--- src/design/pmc_defines.svh ---
// Functional notes
// - Setting the idle bit of power_control_zero halts the core, keeps peripherals clocked, and any interrupt resumes the core.
// - Suspend halts core and peripheral clocks, stops both fast oscillators and keeps the regulator in normal bias.
// - Snooze is requested like suspend through its own bit and halts the same clocks with the regulator in low bias.
// - In suspend and snooze timers 3 and 4 can still run from slow_osc_80k while all other clocks stop.
// - Suspend and snooze end on timer 4, SPI, I2C slave, port match, comparator 0 rising edge or an enabled logic-unit event.
// - Waking from suspend or snooze resumes the core where it stopped, without a reset.
// - Stop is entered with shutdown_select clear and the stop bit set, and any reset source ends it.
// - Shutdown is entered with shutdown_select set and the stop bit set, and only the reset pin or power-on reset end it.
// - Stop and shutdown switch off internal power nets while pins keep their state.
// - Each digital peripheral clock is gated off while that peripheral is not in use.
// - After reset system_clock runs from fast_osc_24m divided by 8.
// - The system clock divider offers divide by 1, 2, 4, 8, 16, 32, 64 and 128.
// - slow_osc_80k divided by 8 can be selected as clock for timers 3 and 4 in active, suspend and snooze.
`ifndef PMC_DEFINES_SVH
`define PMC_DEFINES_SVH
// Register byte offsets
`define PMC_OFS_PWR_CTRL0 8'h00
`define PMC_OFS_PWR_CTRL1 8'h04
`define PMC_OFS_REG_CTRL 8'h08
`define PMC_OFS_CLK_SEL 8'h0C
`define PMC_OFS_PERIPH_EN 8'h10
`define PMC_OFS_TMR_CLK 8'h14
`define PMC_OFS_STATUS 8'h18
// Field positions
`define PMC_BIT_IDLE 0
`define PMC_BIT_STOP 1
`define PMC_BIT_SUSPEND 0
`define PMC_BIT_SNOOZE 1
`define PMC_BIT_SHUTDOWN_SEL 0
// Reset values: fast_osc_24m, divide exponent 3 (divide by 8)
`define PMC_RST_CLK_SRC 2'h0
`define PMC_RST_CLK_DIV 3'h3
// Last slow oscillator count before a timer tick (one timer tick per 8 slow ticks)
`define PMC_SLOW_DIV 3'h7
`endif

--- src/design/pmc_pkg.sv ---
package pmc_pkg;
    // Power mode sequencer states
    typedef enum logic [2:0] {
        PMC_NORMAL,
        PMC_IDLE,
        PMC_SUSPEND,
        PMC_SNOOZE,
        PMC_WAKE,
        PMC_STOP,
        PMC_SHUTDOWN
    } pmc_state_e;
    // System clock sources
    typedef enum logic [1:0] {
        PMC_SRC_FAST24,
        PMC_SRC_FAST49,
        PMC_SRC_SLOW,
        PMC_SRC_EXT
    } pmc_src_e;
endpackage

--- src/design/pmc_power_mode_controller.sv ---
// Register access over Avalon-MM and the placing of the registers are this design's own decisions.
`timescale 1ns/100ps
`include "pmc_defines.svh"
module pmc_power_mode_controller
    import pmc_pkg::*;
#(
    parameter int N_PERIPH = 8,
    parameter int N_LOGIC = 4
)
(
    // Clock and reset
    input wire logic clk,
    input wire logic sys_rst,
    // Avalon-MM slave
    input wire logic [7:0] avs_address,
    input wire logic avs_read,
    input wire logic avs_write,
    input wire logic [31:0] avs_writedata,
    input wire logic [3:0] avs_byteenable,
    output logic [31:0] avs_readdata,
    output logic avs_waitrequest,
    // Wake and reset sources
    input wire logic irq_any,
    input wire logic timer4_event,
    input wire logic spi_activity,
    input wire logic i2c_slave_activity,
    input wire logic port_match,
    input wire logic comparator0,
    input wire logic [N_LOGIC-1:0] logic_unit_event,
    input wire logic [N_LOGIC-1:0] logic_unit_irq_en,
    input wire logic other_reset_source,
    input wire logic external_reset_pin_n,
    input wire logic power_on_reset,
    // Oscillators
    input wire logic fast_osc_ready,
    input wire logic slow_osc_tick,
    output logic fast_osc_24m_en,
    output logic fast_osc_49m_en,
    // Clock control
    output logic core_clk_en,
    output logic [N_PERIPH-1:0] periph_clk_en,
    output logic [1:0] system_clock_src,
    output logic [2:0] system_clock_div,
    output logic timer3_slow_sel,
    output logic timer4_slow_sel,
    output logic timer_slow_tick,
    // Power control
    output logic regulator_low_bias,
    output logic power_nets_on,
    output logic pin_retain,
    output logic reset_request
);

    pmc_state_e state_reg;
    pmc_state_e state_next;
    logic idle_req_reg;
    logic stop_req_reg;
    logic suspend_req_reg;
    logic snooze_req_reg;
    logic shutdown_select_reg;
    logic [1:0] clk_src_reg;
    logic [2:0] clk_div_reg;
    logic [N_PERIPH-1:0] periph_en_reg;
    logic [1:0] tmr_slow_reg;
    logic wait_reg;
    logic [31:0] rdata_reg;
    logic cmp0_prev_reg;
    logic [2:0] slow_cnt_reg;
    logic slow_tick_reg;
    logic core_clk_reg;
    logic [N_PERIPH-1:0] periph_clk_reg;
    logic fast24_reg;
    logic fast49_reg;
    logic low_bias_reg;
    logic nets_on_reg;
    logic retain_reg;
    logic rst_req_reg;
    logic [5:0] wake_cause_reg;
    logic [5:0] wake_vec;
    logic wake_any;
    logic any_reset;
    logic pin_or_por;
    logic wr_ok;
    logic rd_take;
    logic exit_low;
    logic clks_running;

    // Bus access qualifiers
    assign wr_ok = avs_write && !wait_reg && avs_byteenable[0];
    assign rd_take = avs_read && wait_reg;

    // Wake sources of suspend and snooze
    assign wake_vec = {|(logic_unit_event & logic_unit_irq_en),
                       comparator0 && !cmp0_prev_reg,
                       port_match, i2c_slave_activity, spi_activity, timer4_event};
    assign wake_any = |wake_vec;
    assign any_reset = other_reset_source || !external_reset_pin_n || power_on_reset;
    assign pin_or_por = !external_reset_pin_n || power_on_reset;
    assign exit_low = (state_reg == PMC_WAKE) && fast_osc_ready;

    // Waitrequest: one wait cycle, then answer in the next
    always_ff @(posedge clk or posedge sys_rst)
    begin
        if (sys_rst)
            wait_reg <= 1'b1;
        else if ((avs_read || avs_write) && wait_reg)
            wait_reg <= 1'b0;
        else
            wait_reg <= 1'b1;
    end

    // Read data is prepared during the wait cycle so it comes from a flop
    always_ff @(posedge clk or posedge sys_rst)
    begin
        if (sys_rst)
            rdata_reg <= 32'h0000_0000;
        else if (rd_take)
        begin
            if (avs_address == `PMC_OFS_PWR_CTRL0)
                rdata_reg <= {30'h0000_0000, stop_req_reg, idle_req_reg};
            else if (avs_address == `PMC_OFS_PWR_CTRL1)
                rdata_reg <= {30'h0000_0000, snooze_req_reg, suspend_req_reg};
            else if (avs_address == `PMC_OFS_REG_CTRL)
                rdata_reg <= {31'h0000_0000, shutdown_select_reg};
            else if (avs_address == `PMC_OFS_CLK_SEL)
                rdata_reg <= {26'h000_0000, clk_src_reg, 1'b0, clk_div_reg};
            else if (avs_address == `PMC_OFS_PERIPH_EN)
                rdata_reg <= 32'(periph_en_reg);
            else if (avs_address == `PMC_OFS_TMR_CLK)
                rdata_reg <= {30'h0000_0000, tmr_slow_reg};
            else if (avs_address == `PMC_OFS_STATUS)
                rdata_reg <= {19'h0_0000, wake_cause_reg, fast_osc_ready, 3'h0, 3'(state_reg)};
            else
                rdata_reg <= 32'h0000_0000; // Unmapped reads return zero
        end
    end

    // Idle and stop requests; idle cleared by hardware on exit, stop once stop or shutdown is entered
    always_ff @(posedge clk or posedge sys_rst)
    begin
        if (sys_rst)
        begin
            idle_req_reg <= 1'b0;
            stop_req_reg <= 1'b0;
        end
        else if (state_reg == PMC_IDLE && irq_any)
            idle_req_reg <= 1'b0;
        else if (state_reg == PMC_STOP || state_reg == PMC_SHUTDOWN)
            stop_req_reg <= 1'b0;
        else if (wr_ok && avs_address == `PMC_OFS_PWR_CTRL0)
        begin
            idle_req_reg <= avs_writedata[`PMC_BIT_IDLE];
            stop_req_reg <= avs_writedata[`PMC_BIT_STOP];
        end
    end

    // Suspend and snooze requests; only honoured with the 24.5 MHz source selected
    always_ff @(posedge clk or posedge sys_rst)
    begin
        if (sys_rst)
        begin
            suspend_req_reg <= 1'b0;
            snooze_req_reg <= 1'b0;
        end
        else if (exit_low)
        begin
            suspend_req_reg <= 1'b0;
            snooze_req_reg <= 1'b0;
        end
        else if (wr_ok && avs_address == `PMC_OFS_PWR_CTRL1 && clk_src_reg == PMC_SRC_FAST24)
        begin
            suspend_req_reg <= avs_writedata[`PMC_BIT_SUSPEND];
            snooze_req_reg <= avs_writedata[`PMC_BIT_SNOOZE];
        end
    end

    // Regulator control: shutdown select chooses stop or shutdown
    always_ff @(posedge clk or posedge sys_rst)
    begin
        if (sys_rst)
            shutdown_select_reg <= 1'b0;
        else if (wr_ok && avs_address == `PMC_OFS_REG_CTRL)
            shutdown_select_reg <= avs_writedata[`PMC_BIT_SHUTDOWN_SEL];
    end

    // Clock source and divider; divider field picks 2**n for n = 0..7
    always_ff @(posedge clk or posedge sys_rst)
    begin
        if (sys_rst)
        begin
            clk_src_reg <= `PMC_RST_CLK_SRC;
            clk_div_reg <= `PMC_RST_CLK_DIV;
        end
        else if (wr_ok && avs_address == `PMC_OFS_CLK_SEL)
        begin
            clk_div_reg <= avs_writedata[2:0];
            clk_src_reg <= avs_writedata[5:4];
        end
    end

    // Peripheral clock enables and timer clock selects
    always_ff @(posedge clk or posedge sys_rst)
    begin
        if (sys_rst)
        begin
            periph_en_reg <= '0;
            tmr_slow_reg <= 2'h0;
        end
        else if (wr_ok && avs_address == `PMC_OFS_PERIPH_EN)
            periph_en_reg <= avs_writedata[N_PERIPH-1:0];
        else if (wr_ok && avs_address == `PMC_OFS_TMR_CLK)
            tmr_slow_reg <= avs_writedata[1:0];
    end

    // Mode sequencer next state
    always_comb
    begin
        state_next = state_reg;
        case (state_reg)
            PMC_NORMAL:
                if (stop_req_reg)
                    state_next = shutdown_select_reg ? PMC_SHUTDOWN : PMC_STOP;
                else if (suspend_req_reg)
                    state_next = PMC_SUSPEND;
                else if (snooze_req_reg)
                    state_next = PMC_SNOOZE;
                else if (idle_req_reg && !irq_any)
                    state_next = PMC_IDLE;
            PMC_IDLE:
                if (irq_any)
                    state_next = PMC_NORMAL;
            PMC_SUSPEND, PMC_SNOOZE:
                if (wake_any)
                    state_next = PMC_WAKE;
            PMC_WAKE:
                if (fast_osc_ready)
                    state_next = PMC_NORMAL;
            PMC_STOP:
                if (any_reset)
                    state_next = PMC_NORMAL;
            PMC_SHUTDOWN:
                if (pin_or_por)
                    state_next = PMC_NORMAL;
            default:
                state_next = PMC_NORMAL;
        endcase
    end

    // Mode state register
    always_ff @(posedge clk or posedge sys_rst)
    begin
        if (sys_rst)
            state_reg <= PMC_NORMAL;
        else
            state_reg <= state_next;
    end

    // Latch the wake cause for software; cleared when a new suspend or snooze starts
    always_ff @(posedge clk or posedge sys_rst)
    begin
        if (sys_rst)
            wake_cause_reg <= 6'h00;
        else if ((state_reg == PMC_SUSPEND || state_reg == PMC_SNOOZE) && wake_any)
            wake_cause_reg <= wake_vec;
        else if (state_reg == PMC_NORMAL && (suspend_req_reg || snooze_req_reg))
            wake_cause_reg <= 6'h00;
    end

    // Comparator 0 edge detection
    always_ff @(posedge clk or posedge sys_rst)
    begin
        if (sys_rst)
            cmp0_prev_reg <= 1'b0;
        else
            cmp0_prev_reg <= comparator0;
    end

    // Slow oscillator divided by 8 for timers 3 and 4; keeps running in every mode
    // except stop and shutdown, where the power nets are gone
    always_ff @(posedge clk or posedge sys_rst)
    begin
        if (sys_rst)
        begin
            slow_cnt_reg <= 3'h0;
            slow_tick_reg <= 1'b0;
        end
        else
        begin
            slow_tick_reg <= 1'b0;
            if (slow_osc_tick && state_next != PMC_STOP && state_next != PMC_SHUTDOWN)
            begin
                slow_cnt_reg <= slow_cnt_reg + 3'h1;
                slow_tick_reg <= (slow_cnt_reg == `PMC_SLOW_DIV) && (|tmr_slow_reg);
            end
        end
    end

    // Clocks run only in normal and idle; core clock only in normal
    assign clks_running = (state_next == PMC_NORMAL) || (state_next == PMC_IDLE);

    // Clock gating outputs, registered from the next state so they track the mode
    always_ff @(posedge clk or posedge sys_rst)
    begin
        if (sys_rst)
        begin
            core_clk_reg <= 1'b1;
            periph_clk_reg <= '0;
        end
        else
        begin
            core_clk_reg <= (state_next == PMC_NORMAL);
            periph_clk_reg <= clks_running ? periph_en_reg : '0;
        end
    end

    // Oscillators: both fast ones stop in every low-power mode but idle; the
    // fast_osc_24m restarts during wake so clocks are stable before release
    always_ff @(posedge clk or posedge sys_rst)
    begin
        if (sys_rst)
        begin
            fast24_reg <= 1'b1;
            fast49_reg <= 1'b0;
        end
        else
        begin
            fast24_reg <= clks_running ? (clk_src_reg == PMC_SRC_FAST24)
                        : (state_next == PMC_WAKE);
            fast49_reg <= clks_running && (clk_src_reg == PMC_SRC_FAST49);
        end
    end

    // Regulator bias, power nets, pin retention and reset request
    always_ff @(posedge clk or posedge sys_rst)
    begin
        if (sys_rst)
        begin
            low_bias_reg <= 1'b0;
            nets_on_reg <= 1'b1;
            retain_reg <= 1'b0;
            rst_req_reg <= 1'b0;
        end
        else
        begin
            low_bias_reg <= (state_next == PMC_SNOOZE);
            nets_on_reg <= (state_next != PMC_STOP) && (state_next != PMC_SHUTDOWN);
            retain_reg <= (state_next == PMC_STOP) || (state_next == PMC_SHUTDOWN);
            // Leaving stop or shutdown restarts the chip; suspend wake never does
            rst_req_reg <= ((state_reg == PMC_STOP) || (state_reg == PMC_SHUTDOWN))
                        && (state_next == PMC_NORMAL);
        end
    end

    // Outputs straight from flops
    assign avs_waitrequest = wait_reg;
    assign avs_readdata = rdata_reg;
    assign core_clk_en = core_clk_reg;
    assign periph_clk_en = periph_clk_reg;
    assign fast_osc_24m_en = fast24_reg;
    assign fast_osc_49m_en = fast49_reg;
    assign system_clock_src = clk_src_reg;
    assign system_clock_div = clk_div_reg;
    assign timer3_slow_sel = tmr_slow_reg[0];
    assign timer4_slow_sel = tmr_slow_reg[1];
    assign timer_slow_tick = slow_tick_reg;
    assign regulator_low_bias = low_bias_reg;
    assign power_nets_on = nets_on_reg;
    assign pin_retain = retain_reg;
    assign reset_request = rst_req_reg;

endmodule

--- config.mk ---
export PLATFORM = sky130hd
export DESIGN_NAME = pmc_power_mode_controller
export DESIGN_NICKNAME = d
export VERILOG_FILES = /design/src/design/pmc_pkg.sv /design/src/design/pmc_power_mode_controller.sv
export VERILOG_INCLUDE_DIRS = /design/src /design/src/design
export SDC_FILE = /design/constraint.sdc
export NUM_CORES = 1
export LEC_CHECK = 0
export ABC_AREA = 1
export ABC_CLOCK_PERIOD_IN_PS = 1900
export BUFFER_PORTS_ARGS = -buffer_cell sky130_fd_sc_hd__buf_2
export CORE_MARGIN = 3
export CORE_UTILIZATION = 48
export DETAILED_ROUTE_END_ITERATION = 8
export GPL_TIMING_DRIVEN = 0
export PLACE_DENSITY = 0.88
export SLEW_MARGIN = 20
export SYNTH_ARGS = -nofsm -noshare
export SYNTH_HDL_FRONTEND = slang
export SYNTH_SLANG_ARGS = --single-unit
--- constraint.sdc ---
create_clock -name clk -period 1.9 [get_ports clk]
set_input_delay 0.095 -clock clk [delete_from_list [all_inputs] [get_ports clk]]
set_output_delay 0.095 -clock clk [all_outputs]
set_load 0.1 [all_outputs]
# [Word level (Yosys, flattened, before mapping)]
# Cells that the tools add are included.
[op_classes] add_sub_neg=1 n_eq_ne=22 mux=33 bitwise_logic=3 reduce_logical=51
[op_table] op="13-bit 2-to-1 mux" count=7
[op_table] op="3-bit 2-to-1 mux" count=9
[op_table] op="8-bit by 5-bit == test with 1-bit output, second input constant" count=3
[op_table] op="1-bit logical AND" count=23
[op_table] op="3-bit == test, second input constant" count=7
[op_table] op="3-bit case mux with 6 select lines" count=1
[op_table] op="8-bit by 4-bit == test with 1-bit output, second input constant" count=2
[op_table] op="1-bit 2-to-1 mux" count=12
[op_table] op="6-bit 2-to-1 mux" count=2
[op_table] op="3-bit by 2-bit == test with 1-bit output, second input constant" count=3
[op_table] op="1-bit logical OR" count=9
[op_table] op="9-bit OR reduction" count=1
[op_table] op="8-bit by 3-bit == test with 1-bit output, second input constant" count=1
[op_table] op="8-bit zero test" count=1
[op_table] op="8-bit 2-to-1 mux" count=1
[op_table] op="2-bit nonzero test" count=4
[op_table] op="3-bit by 1-bit == test with 1-bit output, second input constant" count=2
[op_table] op="3-bit zero test" count=2
[op_table] op="3-bit inequality test, second input constant" count=2
[op_table] op="2-bit AND reduction" count=3
[op_table] op="4-bit bitwise AND" count=1
[op_table] op="1-bit zero test" count=4
[op_table] op="2-bit OR reduction" count=2
[op_table] op="4-bit OR reduction" count=1
[op_table] op="6 further kinds" count=7
[word_totals] ff_bits=82 input_bits=67 output_inout_bits=56 word_cells=134

# [Depth between registers and ports, before layout]
# Gate-level depths: netlist (run 1).
[logic_depth] depth_word=11 depth_mapped=13 depth_no_buf=13

# [Worst setup path before layout (run 1)]
# Ideal clock, no wire load.
[synth_path] path_type="reg2reg" startpoint="register wait_reg (netlist: avs_waitrequest)" endpoint="register periph_en_reg[0]" setup_ns=0.132 arrival_time_ns=1.567 path_slack_ns=0.201 stages_incl_launch_ff=5 synth_period_minus_slack_ns=1.699 cell_sequence="dfstp_2 > nor2_1 > nand2_1 > clkbuf_1 > o21ai_0"
[synth_between] elab_chain_cells=4
[synth_rtl] item="from (decl)" line_no="pmc_power_mode_controller.sv:65" text="logic wait_reg;"
[synth_rtl] item="from (signal assigned)" line_no="pmc_power_mode_controller.sv:105" text="wait_reg <= 1'b1;"
[synth_rtl] item="from (signal assigned)" line_no="pmc_power_mode_controller.sv:107" text="wait_reg <= 1'b0;"
[synth_rtl] item="from (signal assigned)" line_no="pmc_power_mode_controller.sv:109" text="wait_reg <= 1'b1;"
[synth_rtl] item="1-bit zero test" line_no="pmc_power_mode_controller.sv:89" text="assign wr_ok = avs_write && !wait_reg && avs_byteenable[0];"
[synth_rtl] item="1-bit logical AND (2 in a row)" line_no="pmc_power_mode_controller.sv:89"
[synth_rtl] item="1-bit logical AND (no line)"
[synth_rtl] item="to (signal assigned)" line_no="pmc_power_mode_controller.sv:210" text="periph_en_reg <= avs_writedata[N_PERIPH-1:0];"
[synth_rtl] item="to (decl)" line_no="pmc_power_mode_controller.sv:63" text="logic [N_PERIPH-1:0] periph_en_reg;"
# Every way passes these cells.
# A chain may end at the register's enable or synchronous reset.

# [Worst setup path after layout (run 1)]
[layout_path] startpoint="input spi_activity" endpoint="register slow_cnt_reg[2]"
[layout_between] elab_chain_cells=6 elab_cells_between_ends=7 cone_classes="2 x eq/ne; 2 x mux; 3 x reduce/logical"
[layout_rtl] item="from (decl)" line_no="pmc_power_mode_controller.sv:25" text="input wire logic spi_activity,"
[layout_rtl] item="9-bit OR reduction (*)" line_no="pmc_power_mode_controller.sv:96" text="assign wake_any = |wake_vec;"
[layout_rtl] item="3-bit 2-to-1 mux (*)" line_no="pmc_power_mode_controller.sv:233" text="if (wake_any)"
[layout_rtl] item="3-bit case mux with 6 select lines (*)" line_no="pmc_power_mode_controller.sv:219" text="case (state_reg)"
[layout_rtl] item="via state_next[2]" line_no="pmc_power_mode_controller.sv:55" text="pmc_state_e state_next;"
[layout_rtl] item="3-bit inequality test" line_no="pmc_power_mode_controller.sv:290" text="if (slow_osc_tick && state_next != PMC_STOP && state_next != PMC_SHUTDOWN)"
[layout_rtl] item="1-bit logical AND" line_no="pmc_power_mode_controller.sv:290"
[layout_rtl] item="1-bit logical AND (*)" line_no="pmc_power_mode_controller.sv:290"
[layout_rtl] item="to (signal assigned)" line_no="pmc_power_mode_controller.sv:292" text="slow_cnt_reg <= slow_cnt_reg + 3'h1;"
[layout_rtl] item="to (decl)" line_no="pmc_power_mode_controller.sv:68" text="logic [2:0] slow_cnt_reg;"
# Mark *: on every way through the listed nets, which the timed path passes. The rest lies on a longest branch.

==> impl_metrics.csv, run 1 <==
group,metric,value,unit
setup_path,endpoint_kind,"flip-flop",
clocking,clockRootBuffer,"clkbuf_8",
placement,dpl_cell_area,3580,um^2
sta,finClkSkew,0.0136,ns
layout,synthToLayoutAreaGrowth,29.0,%
placement,dp_hpwl,5480,um
detailed_routing,finalWirelength,7390,um
sta,setup_viol,0,
layout,final_util,0.649,
setup_path,worst_path_most_repeated_cell,"nand2_2",
power_and_ir_drop,pwr-share-clk,0.310,
sta,hold_violations,1,
floorplan,fp.dieH,85.2,um
global_routing,track_usage,0.218,
yosys,ys_ff_latch,63,
yosys,syn-cell-area,3010,um^2
setup_path,cp_max_fo,6,
detailed_routing,vias_per_cell,4.88,
power_and_ir_drop,switching_share,0.401,
hold_path,min_from,"avs_writedata[2]",
floorplan,io_pins,123,
clocking,htree_levels,3,
setup_path,crit_family,"simple AND/OR/NAND/NOR gates",
floorplan,initial_core_util,0.503,
setup_path,rr_endpoint,"slow_cnt_reg[2]$_DFFE_PP0P_",
floorplan,core,5990,um^2
setup_path,rr_worst_depth,10,
sta,fmax,607,MHz
global_routing,antenna_found_initial,0,
global_routing,first_global_vias,2692,
global_routing,grt_overflow,0,
placement,place.gp.congestion,0.860,
outcome,violations,"negative hold slack",
setup_path,crit_chain,"dlygate4sd3_1 -> buf_2 -> nor2_1 -> nand2_1 -> nor2_2 -> nand2_2 -> nand2_2 -> nand2_2 -> nor2_2 -> nand2_2 -> nand2_4 -> nand2_4 -> nand2_1 -> nand2_1",
power_and_ir_drop,switchingPower,1820,uW
detailed_routing,drt_pass1_iterations,5,
power_and_ir_drop,internal_power,2720,uW
hold_path,holdPathStages,3,
setup_path,ff2ff_setup_slack,0.27,ns
global_routing,grt_pass1_wl,12400,um
sta,rsz0062_at_grt,"false",
yosys,synth.distinct_cells,30,
layout,largest_register_ffs,13,
clocking,numCtsBuffers,9,
power_and_ir_drop,powerDensity,1170,nW/um^2
sta,slew_headroom,0.589,
yosys,syn_area_per_cell,8.35,um^2
layout,diodes,0,
sta,tightest_slew,0.611,ns
sta,slew_violations,0,
outcome,outcome,"finished, violations left",
sta,whs,-0.00198,ns
sta,fin_crit_sh,0.867,
detailed_routing,vias,2706,
hold_path,worstHoldEndpoint,"periph_en_reg[2]$_DFFE_PP0P_",
power_and_ir_drop,peakVddDrop,0.000672,V
floorplan,num_rows,28,
yosys,synth_edf_count,0,
floorplan,die_w,85.2,um
setup_path,startpoint_type,"input pin",
power_and_ir_drop,p_comb_frac,0.328,
layout,layout-drive-gt1-share,0.292,
setup_path,cp.arrival,1.88,ns
floorplan,die_area,7270,um^2
flow_run,cap_viol_max_count,0,
detailed_routing,drt-wirelength-per-cell,13.3,um
yosys,ys_async_sr_fraction,1.00,
clocking,post_cts_buffers,0,
placement,post-place-ws,0.275,ns
detailed_routing,ant_nets,0,
placement,portBuffers,76,
detailed_routing,drcViolationCount,0,
layout,stdcell_area,3890,um^2
setup_path,cp_slowest_cell,"dlygate4sd3_1",
setup_path,crit_type,"input pin to flip-flop",
hold_path,hp-class,"input pin to flip-flop",
power_and_ir_drop,p_leak,0.00215,uW
yosys,synth_seq_area_share,0.526,
layout,nNetsFinal,543,
sta,fin_crit,1.65,ns
detailed_routing,drt-initial-drc-count,134,
clocking,cts.sinks,63,
setup_path,r2r-start,"state_reg[0]$_DFF_PP0_",
setup_path,path_depth,14,
yosys,syn_inst,361,
yosys,ys_warn_count,0,
clocking,clk_pin_slew,0.08,ns
power_and_ir_drop,power_frac_seq,0.362,
sta,fin_ws,0.254,ns
global_routing,grt_max_degree,37,
setup_path,required,2.14,ns
clocking,clockBufferDepth,2,
setup_path,path_buf_inv,2,
yosys,ys.flop_type,"dfrtp_1",
clocking,cts_tree,"built",
clocking,clk_latency,0.36,ns
setup_path,slowest_delay,0.54,ns
[through the flow]
step | instances | hold slack, ns | total power (uW) | setup TNS (ns)
6_report | 554 | -0.00198 | 4540 | 0
5_1_grt | 554 | 0.0240 | 4740 | 0
4_1_cts | 554 | 0.00307 | 4550 | 0
3_5_place_dp | 531 | 0.111 | 3140 | 0
3_3_place_gp | 530 | 0.221 | 3080 | -24.75
2_1_floorplan | 379 | 0.126 | 2850 | 0
[worst min-delay path: stages]
cell	delay, ns
buf_2	0.09
inv_1	0.05
o21ai_0	0.07
[per-layer routing]
layer  part of all wire  vias to the layer above  global-route usage
li1                   -                     1333                   -
met1               0.39                     1259               0.265
met2               0.52                       96               0.374
met3              0.064                       18              0.0417
met4              0.022                        0              0.0950
met5                  0                        -                   0
[power groups by stage]
| stage | clock network [uW] | registers, uW | logic [uW] |
|---|---|---|---|
| floorplan | 0 | 2180 | 669 |
| finish | 1410 | 1640 | 1490 |
| CTS | 1410 | 1640 | 1490 |
| global placement | 0 | 1650 | 1430 |
| global route | 1480 | 1660 | 1600 |
| detailed placement | 0 | 1660 | 1470 |
[timing repair]
| item | CTS | global route |
|---|---|---|
| hold buffers | 7 | 0 |
| endpoints found under the setup margin | 0 | 1 |
| hold endpoints to repair | 28 | 0 |
| resized for setup | 0 | 1 |
[placed cells by master, fill, tap and decap left out, types with 9 or more instances in the layout]
cell type	count
a21oi_1	10
buf_2	76
buf_4	19
clkbuf_8	9
conb_1	19
dfrtp_1	57
inv_1	47
nand2_1	83
nand3_1	21
nor2_1	37
o21ai_0	28
[Yosys cell counts, types with 5 or more instances]
master	count	share of area
nor2_2	5	0.010
nor2_1	38	0.047
nor3_1	5	0.0083
a21oi_1	10	0.017
dfrtp_1	57	0.47
nand2_2	6	0.012
buf_4	19	0.047
inv_1	48	0.060
o21ai_0	28	0.046
o22ai_1	6	0.012
nand2_1	83	0.10
dfstp_2	6	0.052
nand3_1	21	0.035
[cell families after synthesis]
logic type / count (synthesis) / synth area share
AO/OA/AOI/OAI: 53 / 0.0988
adder cells (fa/ha/maj): 2 / 0.00830
buffers and inverters: 72 / 0.113
flip-flops: 63 / 0.526
other: 1 / 0.00124
AND/OR/NAND/NOR: 170 / 0.253
[cell type report]
| cell class | count | area, um^2 |
|---|---|---|
| buffer | 21 | 150 |
| clock buffer | 11 | 131 |
| clock inverter | 5 | 106 |
| fill | 504 | 2100 |
| inverter | 51 | 194 |
| multi-input combinational | 244 | 1160 |
| sequential | 63 | 1580 |
| tap | 75 | 93.8 |
| timing repair buffer | 84 | 470 |
[worst max path at each step]
stage	slack, ns	from	end
global route	0.06	i2c_slave_activity	slow_cnt_reg[2]$_DFFE_PP0P_
finish	0.25	spi_activity	slow_cnt_reg[2]$_DFFE_PP0P_
CTS	0.20	i2c_slave_activity	slow_cnt_reg[2]$_DFFE_PP0P_
global placement	-0.44	sys_rst	system_clock_src[0]$_DFFE_PP0P_
detailed placement	0.27	state_reg[0]$_DFF_PP0_	slow_cnt_reg[2]$_DFFE_PP0P_
floorplan	0.20	avs_waitrequest$_DFF_PP1_	periph_en_reg[0]$_DFFE_PP0P_
Note: power is estimated with default switching activity, not from simulation.
==> run 2: changes to the inputs <==
REMOVE_ABC_BUFFERS = 1   (was not set)
==> run 2 against run 1 <==
- the flow now finishes without violations
- critical path depth shrank 6
- first-iteration DRC count grew 13%
- critical path type unchanged
- final area shrank 4.5%
- final cell count shrank 4.0%
- sequential cell count is the same
- clock skew shrank 0.0059 ns
==> impl_metrics.csv, run 2 (same netlist as run 1, synthesis figures left out) <==
group,metric,value,unit
layout,layout_common_cells,"nand2_1 (82), buf_2 (76), dfrtp_1 (57)",
sta,fin_crit_sh,0.872,
detailed_routing,drt-initial-drc-count,151,
clocking,clockRootBuffer,"clkbuf_8",
setup_path,endpoint,"stop_req_reg$_DFFE_PP0P_",
placement,dpl_cell_area,3430,um^2
setup_path,startpoint_type,"input pin",
setup_path,r2r-start,"avs_waitrequest$_DFF_PP1_",
layout,fin_cells,532,
setup_path,rr_endpoint,"stop_req_reg$_DFFE_PP0P_",
placement,dp_cells,510,
clocking,post_cts_buffers,0,
setup_path,rr_worst_depth,5,
clocking,cts.sinks,63,
detailed_routing,route.met3.wl,590,um
clocking,numCtsBuffers,9,
setup_path,ff2ff_setup_slack,0.26,ns
detailed_routing,m1WireLength,2840,um
layout,layout-drive-gt1-share,0.267,
placement,dp_hpwl,5260,um
clocking,cts_tree,"built",
sta,rsz0062_at_grt,"false",
global_routing,antenna_found_initial,0,
placement,place.gp.congestion,0.810,
global_routing,grt_max_degree,40,
sta,fin_crit,1.66,ns
hold_path,hp-class,"input pin to flip-flop",
floorplan,fp.dieH,85.2,um
detailed_routing,ant_nets,0,
sta,setup_viol,0,
detailed_routing,drt-wirelength-per-cell,13.0,um
sta,tightest_slew,0.575,ns
layout,fillers,532,
sta,slew_violations,0,
placement,portBuffers,76,
detailed_routing,drcViolationCount,0,
clocking,htree_levels,3,
floorplan,core,5990,um^2
power_and_ir_drop,powerDensity,1170,nW/um^2
floorplan,num_rows,28,
flow_run,cap_viol_max_count,0,
setup_path,crit_type,"input pin to flip-flop",
detailed_routing,vias,2600,
sta,slew_headroom,0.613,
global_routing,track_usage,0.206,
detailed_routing,finalWirelength,6920,um
setup_path,cp_max_fo,5,
clocking,clk_latency,0.34,ns
power_and_ir_drop,p_leak,0.00203,uW
detailed_routing,drt_pass1_iterations,4,
layout,largest_register_ffs,13,
layout,layout_commonest_cell,"nand2_1",
sta,finClkSkew,0.00767,ns
detailed_routing,vias_per_cell,4.89,
detailed_routing,wl_met2,3370,um
outcome,outcome,"finished clean",
floorplan,io_pins,123,
layout,area.sequential,1580,um^2
sta,fmax,603,MHz
setup_path,endpoint_kind,"flip-flop",
floorplan,die_area,7270,um^2
layout,stdcell_area,3710,um^2
layout,nNetsFinal,521,
setup_path,required,2.14,ns
setup_path,cp.arrival,1.90,ns
power_and_ir_drop,peakVddDrop,0.000738,V
global_routing,grt_overflow,0,
layout,diodes,0,
layout,synthToLayoutAreaGrowth,23.2,%
layout,final_util,0.620,
detailed_routing,highest_layer,"met4",
setup_path,crit_start,"avs_write",
floorplan,die_w,85.2,um
floorplan,initial_core_util,0.503,
clocking,clockBufferDepth,2,
global_routing,grt_pass1_wl,11600,um
clocking,clk_pin_slew,0.07,ns
layout,multi_input_area,1160,um^2
sta,hold_violations,0,
global_routing,first_global_vias,2581,
-- run 2: report_power, final --
group | internal (uW) | leakage (uW) | switching (uW)
sequential | 1540 | 0.000813 | 99.9
combinational | 277 | 0.00111 | 1160
clock | 774 | 0.000110 | 513
total | 2590 | 0.00203 | 1770
-- run 2: critical path, stage by stage --
cell and delay, ns:
dlygate4sd3_1 0.52, buf_2 0.10, nand2_1 0.05, nor2_1 0.31, inv_1 0.15, nor3_1 0.31, nand2_1 0.14, o31ai_1 0.23
-- run 2: final cells by class --
class	instances	share of cell area
sequential	63	0.427
tap	75	0.0253
inverter	51	0.0522
timing repair buffer	83	0.124
clock inverter	5	0.0219
clock buffer	11	0.0381
multi-input combinational	244	0.312
-- run 2: worst min-delay path by stage --
stage | from | endpoint | slack, ns | cells after the start
3_5_place_dp | sys_rst | periph_en_reg[3]$_DFFE_PP0P_ | 0.09 | 2
6_report | avs_writedata[3] | periph_en_reg[3]$_DFFE_PP0P_ | 0.01 | 3
3_3_place_gp | comparator0 | cmp0_prev_reg$_DFF_PP0_ | 0.22 | 1
2_1_floorplan | comparator0 | cmp0_prev_reg$_DFF_PP0_ | 0.13 | 0
4_1_cts | avs_writedata[3] | periph_en_reg[3]$_DFFE_PP0P_ | 0.002 | 3
5_1_grt | avs_writedata[2] | periph_en_reg[2]$_DFFE_PP0P_ | 0.02 | 3
-- run 2: repair_timing --
action                                  CTS  global route
endpoints found under the hold margin    25             0
endpoints found under the setup margin    0             4
hold buffers                              6             0
gates resized for setup                   0             1
-- run 2: stage by stage --
step	setup slack [ns]	hold WS (ns)	total power, uW	TNS, ns
floorplan	0.0508	0.126	2820	0
global placement	-0.439	0.218	3040	-24.86
detailed placement	0.0789	0.0912	3090	0
CTS	0.0528	0.00250	4410	0
global route	0.113	0.0212	4610	0
finish	0.242	0.0100	4360	0
-- run 2: per-layer routing --
| metal | vias up | global-route usage |
|---|---|---|
| met5 | - | 0 |
| met3 | 9 | 0.0680 |
| met2 | 101 | 0.330 |
| met4 | 0 | 0.0820 |
| li1 | 1294 | - |
| met1 | 1196 | 0.258 |
==> run 3: changes to the inputs <==
ABC_CLOCK_PERIOD_IN_PS = 1400   (was 1900)
CORE_UTILIZATION = 43   (was 48)
PLACE_DENSITY = 0.83   (was 0.88)
clock period = 1.4 ns   (was 1.9 ns; I/O delays follow)
==> run 3 against run 2 <==
- worst hold slack got worse by 0.0065 ns
- largest cell class unchanged
- the flow now finishes with violations (negative setup slack)
- critical path type is now flip-flop to flip-flop
- clock power grew 50%
- register-to-register slack worse by 0.35 ns
- die area grew 11%
- sequential share of layout area shrank 4.6 points
- largest power group is now combinational cells
- final area rose by 12%
- setup slack worse by 0.33 ns
==> impl_metrics.csv, run 3 (same netlist as run 1, synthesis figures left out) <==
group,metric,value,unit
sta,hold_violations,0,
clocking,cts_tree,"built",
layout,nNetsFinal,545,
setup_path,ff2ff_setup_slack,-0.09,ns
clocking,clockBufferDepth,2,
sta,fin_crit,1.49,ns
detailed_routing,vias_per_cell,4.85,
floorplan,fp.dieH,89.7,um
hold_path,hp-class,"input pin to flip-flop",
placement,post-place-ws,-0.436,ns
detailed_routing,drt_pass1_iterations,4,
detailed_routing,drt-wirelength-per-cell,13.5,um
global_routing,grt_max_degree,36,
setup_path,endpoint_kind,"flip-flop",
power_and_ir_drop,peakVddDrop,0.000767,V
power_and_ir_drop,p_leak,0.00221,uW
flow_run,cap_viol_max_count,0,
setup_path,rr_endpoint,"slow_cnt_reg[2]$_DFFE_PP0P_",
clocking,cts.sinks,63,
global_routing,track_usage,0.191,
outcome,outcome,"finished, violations left",
sta,fmax,670,MHz
hold_path,worstHoldEndpoint,"periph_en_reg[2]$_DFFE_PP0P_",
power_and_ir_drop,powerDensity,1570,nW/um^2
clocking,clockRootBuffer,"clkbuf_8",
clocking,numCtsBuffers,9,
layout,diodes,0,
setup_path,cp_max_fo,6,
global_routing,grt_pass1_wl,12400,um
setup_path,startpoint_type,"flip-flop",
setup_path,cp.arrival,1.72,ns
layout,layout-drive-gt1-share,0.356,
sta,fin_ws,-0.0925,ns
detailed_routing,ant_nets,0,
floorplan,io_pins,123,
hold_path,holdPathStages,3,
global_routing,first_global_vias,2698,
setup_path,required,1.63,ns
clocking,htree_levels,3,
floorplan,die_w,89.7,um
detailed_routing,vias,2785,
layout,fillers,548,
setup_path,r2r-start,"state_reg[1]$_DFF_PP0_",
placement,portBuffers,76,
setup_path,rr_worst_depth,10,
hold_path,min_from,"avs_writedata[2]",
power_and_ir_drop,total_power,6540,uW
placement,dp_hpwl,5190,um
setup_path,crit_type,"flip-flop to flip-flop",
placement,place.gp.congestion,0.878,
layout,layout_commonest_cell,"nand2_1",
floorplan,initial_core_util,0.459,
sta,finClkSkew,0.00962,ns
detailed_routing,finalWirelength,7740,um
detailed_routing,drt-initial-drc-count,168,
floorplan,num_rows,29,
clocking,clk_latency,0.34,ns
floorplan,core,6570,um^2
detailed_routing,drcViolationCount,0,
sta,fin_crit_sh,1.07,
sta,slew_violations,0,
clocking,clk_pin_slew,0.07,ns
floorplan,die_area,8050,um^2
sta,whs,0.00354,ns
layout,synthToLayoutAreaGrowth,38.5,%
layout,largest_register_ffs,13,
global_routing,grt_overflow,0,
global_routing,antenna_found_initial,0,
sta,rsz0062_at_grt,"true",
sta,setup_viol,17,
outcome,violations,"negative setup slack",
layout,layout_common_cells,"nand2_1 (78), buf_2 (73), dfrtp_1 (54)",
==> run 3: cell types whose count changed in the layout (fill, tap and decap cells not counted), moves of 4 or more <==
cell / before / now
buf_6: 0 / 5
dlygate4sd3_1: 6 / 11
nand3_1: 21 / 16
o21ai_0: 28 / 23
nor2_1: 38 / 28
nor2_2: 5 / 12
nand2_1: 82 / 78
buf_4: 0 / 13
==> run 3: area by class of cell <==
cell class | count | area, um^2 | area share
flip-flops and latches | 63 | 1590 | 0.380
clock buffers | 9 | 124 | 0.0297
repair buffers | 106 | 684 | 0.164
multi-input cells | 245 | 1350 | 0.322
inverters | 51 | 196 | 0.0470
clock inverters | 7 | 121 | 0.0291
well taps | 93 | 116 | 0.0279
==> run 3: how the worst max path moves through the flow <==
stage	cells past startpoint	slack (ns)	from	to
4_1_cts	10	-0.05	state_reg[0]$_DFF_PP0_	slow_cnt_reg[1]$_DFFE_PP0P_
6_report	10	-0.09	state_reg[1]$_DFF_PP0_	slow_cnt_reg[2]$_DFFE_PP0P_
5_1_grt	10	-0.21	state_reg[0]$_DFF_PP0_	slow_cnt_reg[0]$_DFFE_PP0P_
3_3_place_gp	2	-0.92	sys_rst	slow_cnt_reg[1]$_DFFE_PP0P_
2_1_floorplan	4	-0.45	avs_waitrequest$_DFF_PP1_	avs_readdata[10]$_DFFE_PP0P_
3_5_place_dp	4	-0.44	avs_waitrequest$_DFF_PP1_	avs_readdata[12]$_DFFE_PP0P_
==> run 3: metal layers <==
layer / GRT usage / wire (um)
met1: 0.239 / 3240
met3: 0.0417 / 554
met2: 0.320 / 3830
met4: 0.0779 / 116
met5: 0 / 0
==> run 3: what timing repair did <==
| action | 4_1_cts | 5_1_grt |
|---|---|---|
| hold endpoints to repair | 34 | 0 |
| cloned | 1 | 0 |
| gates resized for setup | 30 | 28 |
| pin swaps | 9 | 7 |
| hold buffers | 11 | 0 |
| buffers inserted | 10 | 8 |
| endpoints found under the setup margin | 48 | 45 |
==> run 3: metrics by stage <==
stage | instances | TNS (ns) | cell area [um^2] | utilization
global placement | 527 | -59.09 | 3430 | 0.522
CTS | 566 | -0.301 | 4000 | 0.609
floorplan | 358 | -19.64 | 2930 | -
global route | 574 | -2.77 | 4180 | 0.636
detailed placement | 528 | -6.80 | 3450 | 0.525
finish | 574 | -1.22 | 4180 | 0.636
==> run 3: critical path: stages (launching register included) <==
cell and delay (ns):
dfrtp_2 0.47, inv_4 0.11, nor2_4 0.06, nand3_2 0.09, nand2_1 0.10, nor2_4 0.18
nand2_2 0.10, nand2_4 0.10, nand2_4 0.07, nand2_1 0.05, nand2_1 0.04
==> run 3: power by group <==
group | switching [uW] | internal [uW] | leakage (uW)
registers | 154 | 2090 | 0.000809
logic | 1730 | 633 | 0.00128
clock network | 746 | 1190 | 0.000123
